===== config.mk =====
export PLATFORM = sky130hd
export DESIGN_NAME = rrdac_ctrl
export DESIGN_NICKNAME = d
export VERILOG_FILES = /design/src/rrdac_pkg.sv /design/src/rrdac_reg8.sv /design/src/rrdac_tap_decode.sv /design/src/rrdac_ctrl.sv
export VERILOG_INCLUDE_DIRS = /design/src /design/src/src
export SDC_FILE = /design/constraint.sdc
export NUM_CORES = 1
export LEC_CHECK = 0
export BUFFER_PORTS_ARGS = -buffer_cell sky130_fd_sc_hd__buf_2
export CORE_ASPECT_RATIO = 0.8
export CORE_MARGIN = 2
export CORE_UTILIZATION = 45
export DETAILED_ROUTE_END_ITERATION = 7
export PLACE_DENSITY = 0.8
export SKIP_CTS_REPAIR_TIMING = 1
export SYNTH_ARGS = -nofsm -noshare
export SYNTH_HDL_FRONTEND = slang
export SYNTH_SLANG_ARGS = --single-unit

===== constraint.sdc =====
create_clock -name core_clk_i -period 2.19 [get_ports core_clk_i]
set_input_delay 0.1095 -clock core_clk_i [delete_from_list [all_inputs] [get_ports core_clk_i]]
set_output_delay 0.1095 -clock core_clk_i [all_outputs]
set_load 0.005 [all_outputs]

===== src/rrdac_defs.svh =====
// register offsets, field positions, reset values and widths for the reference ladder control
`ifndef RRDAC_DEFS_SVH
`define RRDAC_DEFS_SVH
// ----------------------------------------------------------------
// register map (byte addresses, one word each)
// ----------------------------------------------------------------
`define RRDAC_OFS_CONTROL 4'h0
`define RRDAC_OFS_LEVEL 4'h4
// ----------------------------------------------------------------
// field positions
// ----------------------------------------------------------------
`define RRDAC_BIT_ENABLE 7
`define RRDAC_BIT_LPS 6
`define RRDAC_BIT_OE 5
`define RRDAC_PSS_HI 3
`define RRDAC_PSS_LO 2
`define RRDAC_CODE_HI 4
`define RRDAC_CODE_LO 0
// ----------------------------------------------------------------
// write masks and reset values
// ----------------------------------------------------------------
`define RRDAC_CONTROL_MASK 8'hEC
`define RRDAC_LEVEL_MASK 8'h1F
`define RRDAC_CONTROL_RST 8'h00
`define RRDAC_LEVEL_RST 8'h00
`define RRDAC_CODE_ONES 5'h1F
`define RRDAC_CODE_ZERO 5'h00
`define RRDAC_LEVELS 32
`endif


===== src/rrdac_pkg.sv =====
// types shared by the reference ladder control files
package rrdac_pkg;
	typedef enum logic [1:0] {
		RRDAC_SRC_SUPPLY = 2'b00,
		RRDAC_SRC_EXTREF = 2'b01,
		RRDAC_SRC_FIXREF = 2'b10,
		RRDAC_SRC_RSVD = 2'b11
	} rrdac_src_t;
	typedef enum logic [1:0] {
		RRDAC_BUS_IDLE = 2'b00,
		RRDAC_BUS_ACK = 2'b01
	} rrdac_bus_state_t;
endpackage


===== src/rrdac_reg8.sv =====
// one 8-bit control register with write mask and reset value
`timescale 1ns/1ps
module rrdac_reg8 #(
	parameter logic [7:0] MASK = 8'hFF,
	parameter logic [7:0] RST = 8'h00
) (
	input wire logic core_clk_i,
	input wire logic srst_i,
	input wire logic wr_en_i,
	input wire logic [7:0] wr_data_i,
	output logic [7:0] q_o
);
	logic [7:0] q_ff;
	logic [7:0] nxt_q;
	// masked bits never take a write and stay zero
	assign nxt_q = wr_en_i ? (wr_data_i & MASK) : q_ff;
	// register
	always_ff @(posedge core_clk_i) begin
		if (srst_i) begin
			q_ff <= RST;
		end else begin
			q_ff <= nxt_q;
		end
	end
	assign q_o = q_ff;
endmodule


===== src/rrdac_tap_decode.sv =====
// one-hot tap decode for the resistor ladder
`timescale 1ns/1ps
module rrdac_tap_decode #(
	parameter int LEVELS = 32,
	parameter int CW = 5
) (
	input wire logic en_i,
	input wire logic [CW-1:0] code_i,
	output logic [LEVELS-1:0] tap_o
);
	// one tap per code, each code distinct
	genvar gi;
	generate
		for (gi = 0; gi < LEVELS; gi++) begin : g_tap
			assign tap_o[gi] = en_i && (code_i == CW'(gi));
		end
	endgenerate
endmodule


===== src/rrdac_ctrl.sv =====
// reference ladder control: registers, Avalon-MM slave, tap and switch outputs
// ----------------------------------------------------------------
// Functional notes
// - ladder runs only while enable set
// - 32 levels, each code a distinct tap
// - output is ground plus span times code/32
// - disabled, lps, all ones clamps to positive
// - disabled, no lps, zeros clamps to negative
// - positive source supply, ext pin, fixed ref
// - level routed to comparator, adc, pin, sense
// - pin gets level only when output enabled
// - pin output enable kills digital driver, input
// - pin port read returns zero while reference
// - lps set disconnects negative source
// - lps clear disconnects positive source
// - unimplemented bits ignore writes, read zero
// - source select decode, 11 reserved
// - reset disables ladder, pin, clears code
// - wake from sleep keeps control register
// ----------------------------------------------------------------
`timescale 1ns/1ps
`include "rrdac_defs.svh"
module rrdac_ctrl
	import rrdac_pkg::*;
#(
	parameter int LEVELS = `RRDAC_LEVELS,
	parameter int CW = 5
) (
	input wire logic core_clk_i,
	input wire logic srst_i,
	input wire logic [3:0] avs_address_i,
	input wire logic avs_read_i,
	input wire logic avs_write_i,
	input wire logic [31:0] avs_writedata_i,
	input wire logic [3:0] avs_byteenable_i,
	output logic [31:0] avs_readdata_o,
	output logic avs_waitrequest_o,
	input wire logic pin_port_in_i,
	input wire logic pin_port_drive_i,
	output logic ladder_active_o,
	output logic [LEVELS-1:0] tap_sel_o,
	output logic pos_sw_supply_o,
	output logic pos_sw_extref_o,
	output logic pos_sw_fixref_o,
	output logic neg_sw_ground_o,
	output logic clamp_pos_o,
	output logic clamp_neg_o,
	output logic route_cmp_o,
	output logic route_adc_o,
	output logic route_sense_o,
	output logic ref_output_pin_o,
	output logic pin_dig_drv_en_n_o,
	output logic pin_dig_in_en_o,
	output logic pin_port_read_o
);
	// ----------------------------------------------------------------
	// bus slave
	// ----------------------------------------------------------------
	rrdac_bus_state_t state_ff;
	rrdac_bus_state_t nxt_state;
	logic [31:0] rdata_ff;
	logic [31:0] nxt_rdata;
	logic req;
	logic sel_ctrl;
	logic sel_level;
	logic wr_ctrl;
	logic wr_level;
	logic [7:0] ctrl_q;
	logic [7:0] level_q;
	logic wait_ff;
	// address decode; unmapped reads give zero, writes are dropped
	assign req = (avs_read_i || avs_write_i) && (state_ff == RRDAC_BUS_IDLE);
	assign sel_ctrl = (avs_address_i == `RRDAC_OFS_CONTROL);
	assign sel_level = (avs_address_i == `RRDAC_OFS_LEVEL);
	assign wr_ctrl = req && avs_write_i && sel_ctrl && avs_byteenable_i[0];
	assign wr_level = req && avs_write_i && sel_level && avs_byteenable_i[0];
	assign nxt_state = req ? RRDAC_BUS_ACK : RRDAC_BUS_IDLE;
	assign nxt_rdata = (req && avs_read_i) ?
		(sel_ctrl ? {24'h000000, ctrl_q} : sel_level ? {24'h000000, level_q} : 32'h00000000) : rdata_ff;
	// one wait cycle, then waitrequest drops for one cycle with data
	always_ff @(posedge core_clk_i) begin
		if (srst_i) begin
			state_ff <= RRDAC_BUS_IDLE;
			rdata_ff <= 32'h00000000;
			wait_ff <= 1'b1;
		end else begin
			state_ff <= nxt_state;
			rdata_ff <= nxt_rdata;
			wait_ff <= !req;  // low only in the cycle after a request is taken
		end
	end
	// waitrequest from its own flop so the bus sees no decode glitch
	assign avs_readdata_o = rdata_ff;
	assign avs_waitrequest_o = wait_ff;
	// ----------------------------------------------------------------
	// registers (reset clears all; otherwise only bus writes change them)
	// ----------------------------------------------------------------
	rrdac_reg8 #(.MASK(`RRDAC_CONTROL_MASK), .RST(`RRDAC_CONTROL_RST)) u_ctrl (
		.core_clk_i(core_clk_i),
		.srst_i(srst_i),
		.wr_en_i(wr_ctrl),
		.wr_data_i(avs_writedata_i[7:0]),
		.q_o(ctrl_q)
	);
	rrdac_reg8 #(.MASK(`RRDAC_LEVEL_MASK), .RST(`RRDAC_LEVEL_RST)) u_level (
		.core_clk_i(core_clk_i),
		.srst_i(srst_i),
		.wr_en_i(wr_level),
		.wr_data_i(avs_writedata_i[7:0]),
		.q_o(level_q)
	);
	// ----------------------------------------------------------------
	// field extraction and derived switches
	// ----------------------------------------------------------------
	logic [7:0] ctrl_nx;
	logic [7:0] level_nx;
	logic en;
	logic lps;
	logic oe;
	rrdac_src_t pss;
	logic [CW-1:0] code;
	logic clamp_pos;
	logic clamp_neg;
	logic [LEVELS-1:0] taps;
	// register contents as they stand after this edge, so the output flops
	// change together with the register write instead of one cycle later
	assign ctrl_nx = wr_ctrl ? (avs_writedata_i[7:0] & `RRDAC_CONTROL_MASK) : ctrl_q;
	assign level_nx = wr_level ? (avs_writedata_i[7:0] & `RRDAC_LEVEL_MASK) : level_q;
	assign en = ctrl_nx[`RRDAC_BIT_ENABLE];
	assign lps = ctrl_nx[`RRDAC_BIT_LPS];
	assign oe = ctrl_nx[`RRDAC_BIT_OE];
	assign pss = rrdac_src_t'(ctrl_nx[`RRDAC_PSS_HI:`RRDAC_PSS_LO]);
	assign code = level_nx[CW-1:0];
	assign clamp_pos = !en && lps && (code == `RRDAC_CODE_ONES);
	assign clamp_neg = !en && !lps && (code == `RRDAC_CODE_ZERO);
	// tap k gives ground + span * k / 32
	rrdac_tap_decode #(.LEVELS(LEVELS), .CW(CW)) u_tap (
		.en_i(en),
		.code_i(code),
		.tap_o(taps)
	);
	// ----------------------------------------------------------------
	// source switch selection
	// ----------------------------------------------------------------
	logic pos_end_on;
	logic nxt_pos_supply;
	logic nxt_pos_extref;
	logic nxt_pos_fixref;
	logic nxt_neg_ground;
	// positive end open when lps clear, reserved code connects nothing
	assign pos_end_on = (en || clamp_pos) && lps;
	assign nxt_pos_supply = pos_end_on && (pss == RRDAC_SRC_SUPPLY);
	assign nxt_pos_extref = pos_end_on && (pss == RRDAC_SRC_EXTREF);
	assign nxt_pos_fixref = pos_end_on && (pss == RRDAC_SRC_FIXREF);
	// negative end is ground and opens when lps set
	assign nxt_neg_ground = (en || clamp_neg) && !lps;
	// ladder enable, tap and clamp flops load the post-write register view
	always_ff @(posedge core_clk_i) begin
		if (srst_i) begin
			ladder_active_o <= 1'b0;
			tap_sel_o <= '0;
			clamp_pos_o <= 1'b0;
			clamp_neg_o <= 1'b0;
		end else begin
			ladder_active_o <= en;
			tap_sel_o <= taps;
			clamp_pos_o <= clamp_pos;
			clamp_neg_o <= clamp_neg;
		end
	end
	// source switch flops
	always_ff @(posedge core_clk_i) begin
		if (srst_i) begin
			pos_sw_supply_o <= 1'b0;
			pos_sw_extref_o <= 1'b0;
			pos_sw_fixref_o <= 1'b0;
			neg_sw_ground_o <= 1'b0;
		end else begin
			pos_sw_supply_o <= nxt_pos_supply;
			pos_sw_extref_o <= nxt_pos_extref;
			pos_sw_fixref_o <= nxt_pos_fixref;
			neg_sw_ground_o <= nxt_neg_ground;
		end
	end
	// ----------------------------------------------------------------
	// routing and output pin override
	// ----------------------------------------------------------------
	logic level_valid;
	logic nxt_drv_en_n;
	logic nxt_port_read;
	// a level is defined while the ladder runs or a clamp holds the output
	assign level_valid = en || clamp_pos || clamp_neg;
	// the reference on the pin overrides the port's digital driver and input
	assign nxt_drv_en_n = oe || !pin_port_drive_i;
	assign nxt_port_read = oe ? 1'b0 : pin_port_in_i;
	// consumer routing flops
	always_ff @(posedge core_clk_i) begin
		if (srst_i) begin
			route_cmp_o <= 1'b0;
			route_adc_o <= 1'b0;
			route_sense_o <= 1'b0;
		end else begin
			route_cmp_o <= level_valid;
			route_adc_o <= level_valid;
			route_sense_o <= level_valid;
		end
	end
	// pin override flops
	always_ff @(posedge core_clk_i) begin
		if (srst_i) begin
			ref_output_pin_o <= 1'b0;
			pin_dig_drv_en_n_o <= 1'b1;
			pin_dig_in_en_o <= 1'b1;
			pin_port_read_o <= 1'b0;
		end else begin
			ref_output_pin_o <= oe;
			pin_dig_drv_en_n_o <= nxt_drv_en_n;
			pin_dig_in_en_o <= !oe;
			pin_port_read_o <= nxt_port_read;
		end
	end
	// ----------------------------------------------------------------
	// assertions
	// ----------------------------------------------------------------
	property p_ladder_off;
		@(posedge core_clk_i) disable iff (srst_i) !$past(en) |-> (tap_sel_o == '0);
	endproperty
	a_ladder_off: assert property (p_ladder_off) else $error("tap active while disabled");
	property p_tap_code;
		@(posedge core_clk_i) disable iff (srst_i) $past(en) |-> (tap_sel_o == (32'h1 << $past(code)));
	endproperty
	a_tap_code: assert property (p_tap_code) else $error("tap does not match code");
	property p_onehot;
		@(posedge core_clk_i) disable iff (srst_i) $onehot0(tap_sel_o);
	endproperty
	a_onehot: assert property (p_onehot) else $error("more than one tap");
	property p_clamp_pos;
		@(posedge core_clk_i) disable iff (srst_i)
			(!en && lps && code == 5'h1F && pss == RRDAC_SRC_SUPPLY) |=> (clamp_pos_o && pos_sw_supply_o);
	endproperty
	a_clamp_pos: assert property (p_clamp_pos) else $error("positive clamp missing");
	property p_clamp_neg;
		@(posedge core_clk_i) disable iff (srst_i) (!en && !lps && code == 5'h00) |=> (clamp_neg_o && neg_sw_ground_o);
	endproperty
	a_clamp_neg: assert property (p_clamp_neg) else $error("negative clamp missing");
	property p_pin_oe;
		@(posedge core_clk_i) disable iff (srst_i) 1'b1 |=> (ref_output_pin_o == $past(oe));
	endproperty
	a_pin_oe: assert property (p_pin_oe) else $error("pin does not follow enable");
	property p_pin_read;
		@(posedge core_clk_i) disable iff (srst_i) ref_output_pin_o |-> (!pin_port_read_o && pin_dig_drv_en_n_o && !pin_dig_in_en_o);
	endproperty
	a_pin_read: assert property (p_pin_read) else $error("digital path active on reference pin");
	property p_lps_neg;
		@(posedge core_clk_i) disable iff (srst_i) $past(lps) |-> !neg_sw_ground_o;
	endproperty
	a_lps_neg: assert property (p_lps_neg) else $error("negative source connected under lps");
	property p_lps_pos;
		@(posedge core_clk_i) disable iff (srst_i) !$past(lps) |-> !(pos_sw_supply_o || pos_sw_extref_o || pos_sw_fixref_o);
	endproperty
	a_lps_pos: assert property (p_lps_pos) else $error("positive source connected without lps");
	property p_unimpl;
		@(posedge core_clk_i) disable iff (srst_i) ((ctrl_q & 8'h13) == 8'h00) && ((level_q & 8'hE0) == 8'h00);
	endproperty
	a_unimpl: assert property (p_unimpl) else $error("unimplemented bit set");
	property p_reset;
		@(posedge core_clk_i) srst_i |=> (!ladder_active_o && !ref_output_pin_o && level_q == 8'h00);
	endproperty
	a_reset: assert property (p_reset) else $error("reset did not clear");
	property p_src_sel;
		@(posedge core_clk_i) disable iff (srst_i)
			(en && lps && pss == RRDAC_SRC_FIXREF) |=> (pos_sw_fixref_o && !neg_sw_ground_o);
	endproperty
	a_src_sel: assert property (p_src_sel) else $error("fixed reference source not selected");
	property p_src_rsvd;
		@(posedge core_clk_i) disable iff (srst_i)
			(pss == RRDAC_SRC_RSVD) |=> !(pos_sw_supply_o || pos_sw_extref_o || pos_sw_fixref_o);
	endproperty
	a_src_rsvd: assert property (p_src_rsvd) else $error("reserved source select connects a switch");
	property p_route;
		@(posedge core_clk_i) disable iff (srst_i) level_valid |=> (route_cmp_o && route_adc_o && route_sense_o);
	endproperty
	a_route: assert property (p_route) else $error("defined level not routed");
	property p_keep;
		@(posedge core_clk_i) disable iff (srst_i) !wr_ctrl |=> $stable(ctrl_q);
	endproperty
	a_keep: assert property (p_keep) else $error("control register changed without a write");
	property p_clamp_off;
		@(posedge core_clk_i) disable iff (srst_i) en |=> !(clamp_pos_o || clamp_neg_o);
	endproperty
	a_clamp_off: assert property (p_clamp_off) else $error("clamp active while ladder enabled");
	property p_pin_drv;
		@(posedge core_clk_i) disable iff (srst_i) oe |=> (pin_dig_drv_en_n_o && !pin_dig_in_en_o && !pin_port_read_o);
	endproperty
	a_pin_drv: assert property (p_pin_drv) else $error("digital pin path not overridden");
	property p_en_follow;
		@(posedge core_clk_i) disable iff (srst_i) wr_ctrl |=> (ladder_active_o == ctrl_q[`RRDAC_BIT_ENABLE]);
	endproperty
	a_en_follow: assert property (p_en_follow) else $error("ladder enable lags the register write");
	property p_oe_follow;
		@(posedge core_clk_i) disable iff (srst_i) wr_ctrl |=> (ref_output_pin_o == ctrl_q[`RRDAC_BIT_OE]);
	endproperty
	a_oe_follow: assert property (p_oe_follow) else $error("pin enable lags the register write");
	c_enabled: cover property (@(posedge core_clk_i) disable iff (srst_i) ladder_active_o && tap_sel_o[31]);
	c_fixref: cover property (@(posedge core_clk_i) disable iff (srst_i) pos_sw_fixref_o);
	c_clamp_pos: cover property (@(posedge core_clk_i) disable iff (srst_i) clamp_pos_o);
	c_clamp_neg: cover property (@(posedge core_clk_i) disable iff (srst_i) clamp_neg_o);
	c_pin: cover property (@(posedge core_clk_i) disable iff (srst_i) ref_output_pin_o && route_adc_o);
endmodule


After elaboration in Yosys (flattened, before gate mapping). Cells that the tools add are included.

Register bits: 89. Input bits: 46. Output and inout port bits: 79.

Equality and inequality tests: 34. Multiplexer cells: 5. Reductions and logical operators: 63.

Operator list (count): 5-bit equality test, second input constant (16); 1-bit logical AND (48); 5-bit by 4-bit equality test with 1-bit output, second input constant (8); 5-bit by 3-bit equality test with 1-bit output, second input constant (4); 8-bit 2-to-1 mux (2); 5-bit by 2-bit equality test with 1-bit output, second input constant (2); 5-bit 2-to-1 mux (2); 5-bit by 1-bit equality test with 1-bit output, second input constant (1); 1-bit logical NOT (5); 5-bit logical NOT (1); 1-bit logical OR (5); 4-bit by 3-bit equality test with 1-bit output, second input constant (1); 2-bit logical NOT (2); 4-bit logical NOT (1); 2-bit by 1-bit equality test with 1-bit output, second input constant (1); 2-bit equality test, second input constant (1); 2-bit OR reduction (1); 1-bit 2-to-1 mux (1).

Longest topological paths before layout.
Depth in word-level cells: 12. Mapped depth: 8. Mapped depth without buffers: 5.

Hierarchy. From an unflattened synthesis, not the netlist that was laid out.

Cells, all modules: 286. Area total of the unflattened synthesis: 2735.1 sq um.

Modules (own cells, without submodules): rrdac_ctrl (times used 1, cells an instance 199, area an instance 2088.3 sq um, sequential area each 1081.0 sq um); rrdac_reg8 (times used 2, cells an instance 20, area an instance 206.4 sq um, sequential area each 100.1 sq um); rrdac_tap_decode (times used 1, cells an instance 47, area an instance 234.0 sq um, sequential area each 0.0 sq um).

Worst setup path after synthesis. No wires, ideal clock.

Path kind: input to register. From: in avs_address_i[3]. To: reg route_sense_o. Library setup time: 132 ps. Data arrival time: 1511 ps. Required time: 2058 ps. Setup slack: 547 ps. Stages on the path: 5. Buffers on the path: 0. Path through: or4_4 nor2_4 mux2i_1 mux2i_1 a21oi_1.

Longest elaborated chain between the ends: 9.

Ends and longest elaborated chain: start, declared (line rrdac_ctrl.sv:31) `input wire logic [3:0] avs_address_i,`; branches (longest 8 deep; another with 5-bit 2-to-1 mux); 1-bit logical OR * (line rrdac_ctrl.sv:192) `assign level_valid = en || clamp_pos || clamp_neg;`; end signal, assigned (line rrdac_ctrl.sv:205) `route_sense_o <= level_valid;`; end, declared (line rrdac_ctrl.sv:50) `output logic route_sense_o,`.

Every way passes the cells marked *. A chain may end at the register's enable or synchronous reset.

Worst setup path in the final report.
From: reg state_ff[0]. To: reg tap_sel_o[24].

Longest elaborated chain between the ends: 8.

Ends and longest elaborated chain: start, declared (line rrdac_ctrl.sv:59) `rrdac_bus_state_t state_ff;`; start signal, assigned (line rrdac_ctrl.sv:87) `state_ff <= nxt_state;`; 2-bit logical NOT * (line rrdac_ctrl.sv:72) `assign req = (avs_read_i || avs_write_i) && (state_ff == RRDAC_BUS_IDLE);`; 1-bit logical AND * (line rrdac_ctrl.sv:72); 1-bit logical AND * (line rrdac_ctrl.sv:75, rrdac_ctrl.sv:76); 1-bit logical AND (2 in a row) (line rrdac_ctrl.sv:76) `assign wr_level = req && avs_write_i && sel_level && avs_byteenable_i[0];`; 5-bit 2-to-1 mux; 5-bit equality test (line rrdac_tap_decode.sv:15) `assign tap_o[gi] = en_i && (code_i == CW'(gi));`; 1-bit logical AND * (line rrdac_tap_decode.sv:15); end signal, assigned (line rrdac_ctrl.sv:166) `tap_sel_o <= taps;`; end, declared (line rrdac_ctrl.sv:41) `output logic [LEVELS-1:0] tap_sel_o,`.

Every way passes the cells marked *; elsewhere a longest branch is shown, timed or not.

==> key figures <==
Status
  – Status: completed

Pwr
  – Pint: between 1.5 and 2 mW
  – Power density cells: between 600 and 700 nW/um2
  – Peak VDD IR: around 350 uV
  – Combinational power share: under 10%
  – Leak: between 1 and 1.5 nW
  – Clock power share: ~40%
  – P_sw: roughly 0.50 mW
  – Fraction of power consumed by sequential logic: between 50% and 60%
  – Sw Share: 23.58%

Floorplanning
  – Die area: 6242 um2
  – DIE WIDTH: around 88 um
  – IO Count: 125
  – Die H: slightly above 70 um
  – Initial Util: a little under half
  – Core Area: 5435 um2
  – Cell row count: 24

Place
  – Placed cells: approximately 420
  – Final HPWL DP: between 3 and 4 mm
  – Setup WS pre-CTS: 312.0 ps
  – Final RePlAce weighted congestion: 0.7949
  – IO Port Bufs: between 70 and 80

Critical path
  – Crit path capture type: flop
  – Critical Path AT: between 2000 and 2500 ps
  – Worst R2R Path Depth: 5
  – Worst Setup SP: state_ff[0]
  – Worst reg2reg path startpoint: state_ff[0]
  – Slowest stage cell, crit path: or4_4
  – CP startpoint kind: flop
  – Critical Path RT: between 2000 and 2500 ps
  – Critical path cell sequence: and3b_1 > nand2_4 > mux2i_2 > or4_4 > nor2_1
  – CP max FO: 24
  – WS Path Type: reg -> reg
  – Largest stage delay, worst path: 540 ps

Synth
  – Synth Area in XOR/XNOR: 0%
  – Yosys warnings: 0
  – Mapped Area: between 2000 and 3000 um2
  – Cells after synthesis: 275
  – Yosys top cell area share: between 40% and 50%
  – Simple-Gate Fraction of Synth Area: around 28%
  – Compound-Gate Fraction of Synth Area: about 6.9%
  – Adder-cell area share of the yosys netlist: 0%
  – Post-synthesis register bit count: 62
  – Mux contribution to synthesized area: under 10%
  – Synth top area cells: dfxtp_1, buf_4, nor2_1
  – Distinct cells, synth: 43
  – Post-synthesis sequential area ratio: about half
  – Largest family of logic cells by synthesized area: simple AND/OR/NAND/NOR gates
  – Synth area leader: dfxtp_1
  – Mean Syn Cell Area: ~9.2 um2

Drt
  – TritonRoute pass-1 iters: 5
  – Detailed Route WL: about 5.5 mm
  – Vias: around 2,100
  – Routed len/inst: 12.57 um
  – Drt first-iter violations: about 120
  – Via/cell ratio: between 4 and 5
  – Final ANT Viol Nets: 0
  – DRC Markers: 0

Worst hold path
  – Hold path start: avs_write_i
  – HP Class: in -> reg
  – Hold depth: 2

STA
  – Setup TNS: 0 ps
  – Period utilization: 86.32%
  – RSZ-0062 raised after global routing: false
  – Final hold violations: 0
  – Slew HR: 63.68%
  – Slew Limit Fails: 0
  – Fin Hold WS: about 25 ps
  – Worst Tran Pin Value: between 500 and 600 ps
  – Final setup skew: 12.74 ps
  – Final setup fails: 0
  – Final Worst Setup Slack: approximately 300 ps
  – Min Tclk post-route: between 1500 and 2000 ps
  – Maximum clock frequency: between 500 and 600 MHz

Global route
  – Vias in the first global route: 1,954
  – Initial antenna violation count: 0
  – Global-route wire length before repair: between 8 and 9 mm
  – Total GRT Usage: around a fifth
  – Pin count of the biggest net entering global routing: 27
  – Total gr overflow: 0

Clocking
  – TritonCTS clock tree: done
  – Clk_lat worst skew: around 340 ps
  – H-Tree Depth: 3
  – Maximum buffer depth of the clock tree: 2
  – Clock transition at path regs: 60 ps
  – Root buffer cell: clkbuf_8
  – Clk sinks: between 60 and 70
  – Num CTS Buffers: 9

Layout
  – Area Overhead vs Synth: 21.46%
  – Commonest non-fill, non-tap cell in the layout: buf_2
  – Most frequent cells in the layout: buf_2, dfxtp_1, nor2_1
  – Share of cells above drive strength 1: a little over 30%
  – Diodes inserted: 0
  – Nets@finish: ~400
  – Fin util: roughly 57%
  – Fin cells: between 400 and 500

Job
  – Max-cap viol count: 0
## worst max-delay path, delay by kind of cell (launching register included)
family	cells	cell delay [ps]
DFF	1	330
muxes	1	230
and+or+nand+nor	4	1260
## synth_stat cells
library cell  count
a21oi_1          18
a21oi_2           1
a221oi_1          2
a31oi_1           6
a41oi_1           1
and2_1            3
and2_4            1
and3_1            1
and3b_1           2
and4_1            1
and4b_1           2
buf_1             1
buf_2             3
buf_4            27
clkbuf_1          8
conb_1            1
dfxtp_1          62
inv_1             6
mux2_2            2
mux2i_1           9
mux2i_2           1
nand2_1          21
nand2_4           1
nand2b_1          8
nand2b_4          1
nand3_1           7
nand3_2           1
nand3b_1          4
nand4_1           1
nor2_1           41
nor2_2            1
nor2_4            2
nor2b_1           8
nor3_1            9
nor3b_1           2
nor4_1            2
nor4_4            1
nor4b_2           1
nor4b_4           1
o21a_1            1
o21ai_1           1
or2_1             1
or4_4             2
## path summary, 6_finish.rpt
path	end	slack [ps]
worst min-delay path	state_ff[0]	30
worst min register to register	avs_readdata_o[7]	460
worst max-delay path	tap_sel_o[24]	300
worst max register to register	tap_sel_o[24]	300
## sequential cells by signal, indices dropped and copies added, names as in the netlist
register / cells
pin_port_read_o: 1
pos_sw_fixref_o: 1
avs_readdata_o: 8
pin_dig_in_en_o: 1
route_sense_o: 1
clamp_neg_o: 1
clamp_pos_o: 1
ladder_active_o: 1
avs_waitrequest_o: 1
pos_sw_extref_o: 1
pin_dig_drv_en_n_o: 1
tap_sel_o: 32
state_ff: 1
pos_sw_supply_o: 1
u_ctrl.q_o: 4
u_level.q_o: 5
neg_sw_ground_o: 1
## area by class of cell
| type | count | area, um2 |
|---|---|---|
| Fill cell | 505 | 2362 |
| Clock buffer | 11 | 141.4 |
| Clock inverter | 4 | 23.77 |
| Tap cell | 78 | 97.59 |
| Timing Repair Buffer | 83 | 445.4 |
| Multi-Input combinational cell | 191 | 1101 |
| Sequential cell | 62 | 1241 |
| Inverter | 6 | 22.52 |
## kinds of logic (layout without fill, tap and decap cells)
kind of cell	Yosys count	after routing
buffers and inverters	45	104
multiplexers	12	12
AND/OR/NAND/NOR	125	125
other	1	24
AO/OA/AOI/OAI	30	30
flip-flops	62	62
## power groups by stage
stage	sequential (mW)	combinational, mW	clock, mW
floorplan	1.17	0.102	0
global route	1.15	0.138	0.918
detailed placement	1.17	0.119	0
global placement	1.17	0.116	0
CTS	1.15	0.120	0.869
finish	1.15	0.123	0.847
## metrics by stage
stage	cell area [um2]	power, mW
6_report	3073	2.117
5_1_grt	3073	2.203
4_1_cts	3053	2.135
3_5_place_dp	2888	1.290
3_3_place_gp	2888	1.286
2_1_floorplan	2616	1.275
## metal layers
layer	routed length, um	track usage [%]
met3	357	7.118
met2	2517	29.38
met5	0	0
met4	91	7.692
met1	2499	23.24
No activity file was read; power rests on OpenSTA's default activity.
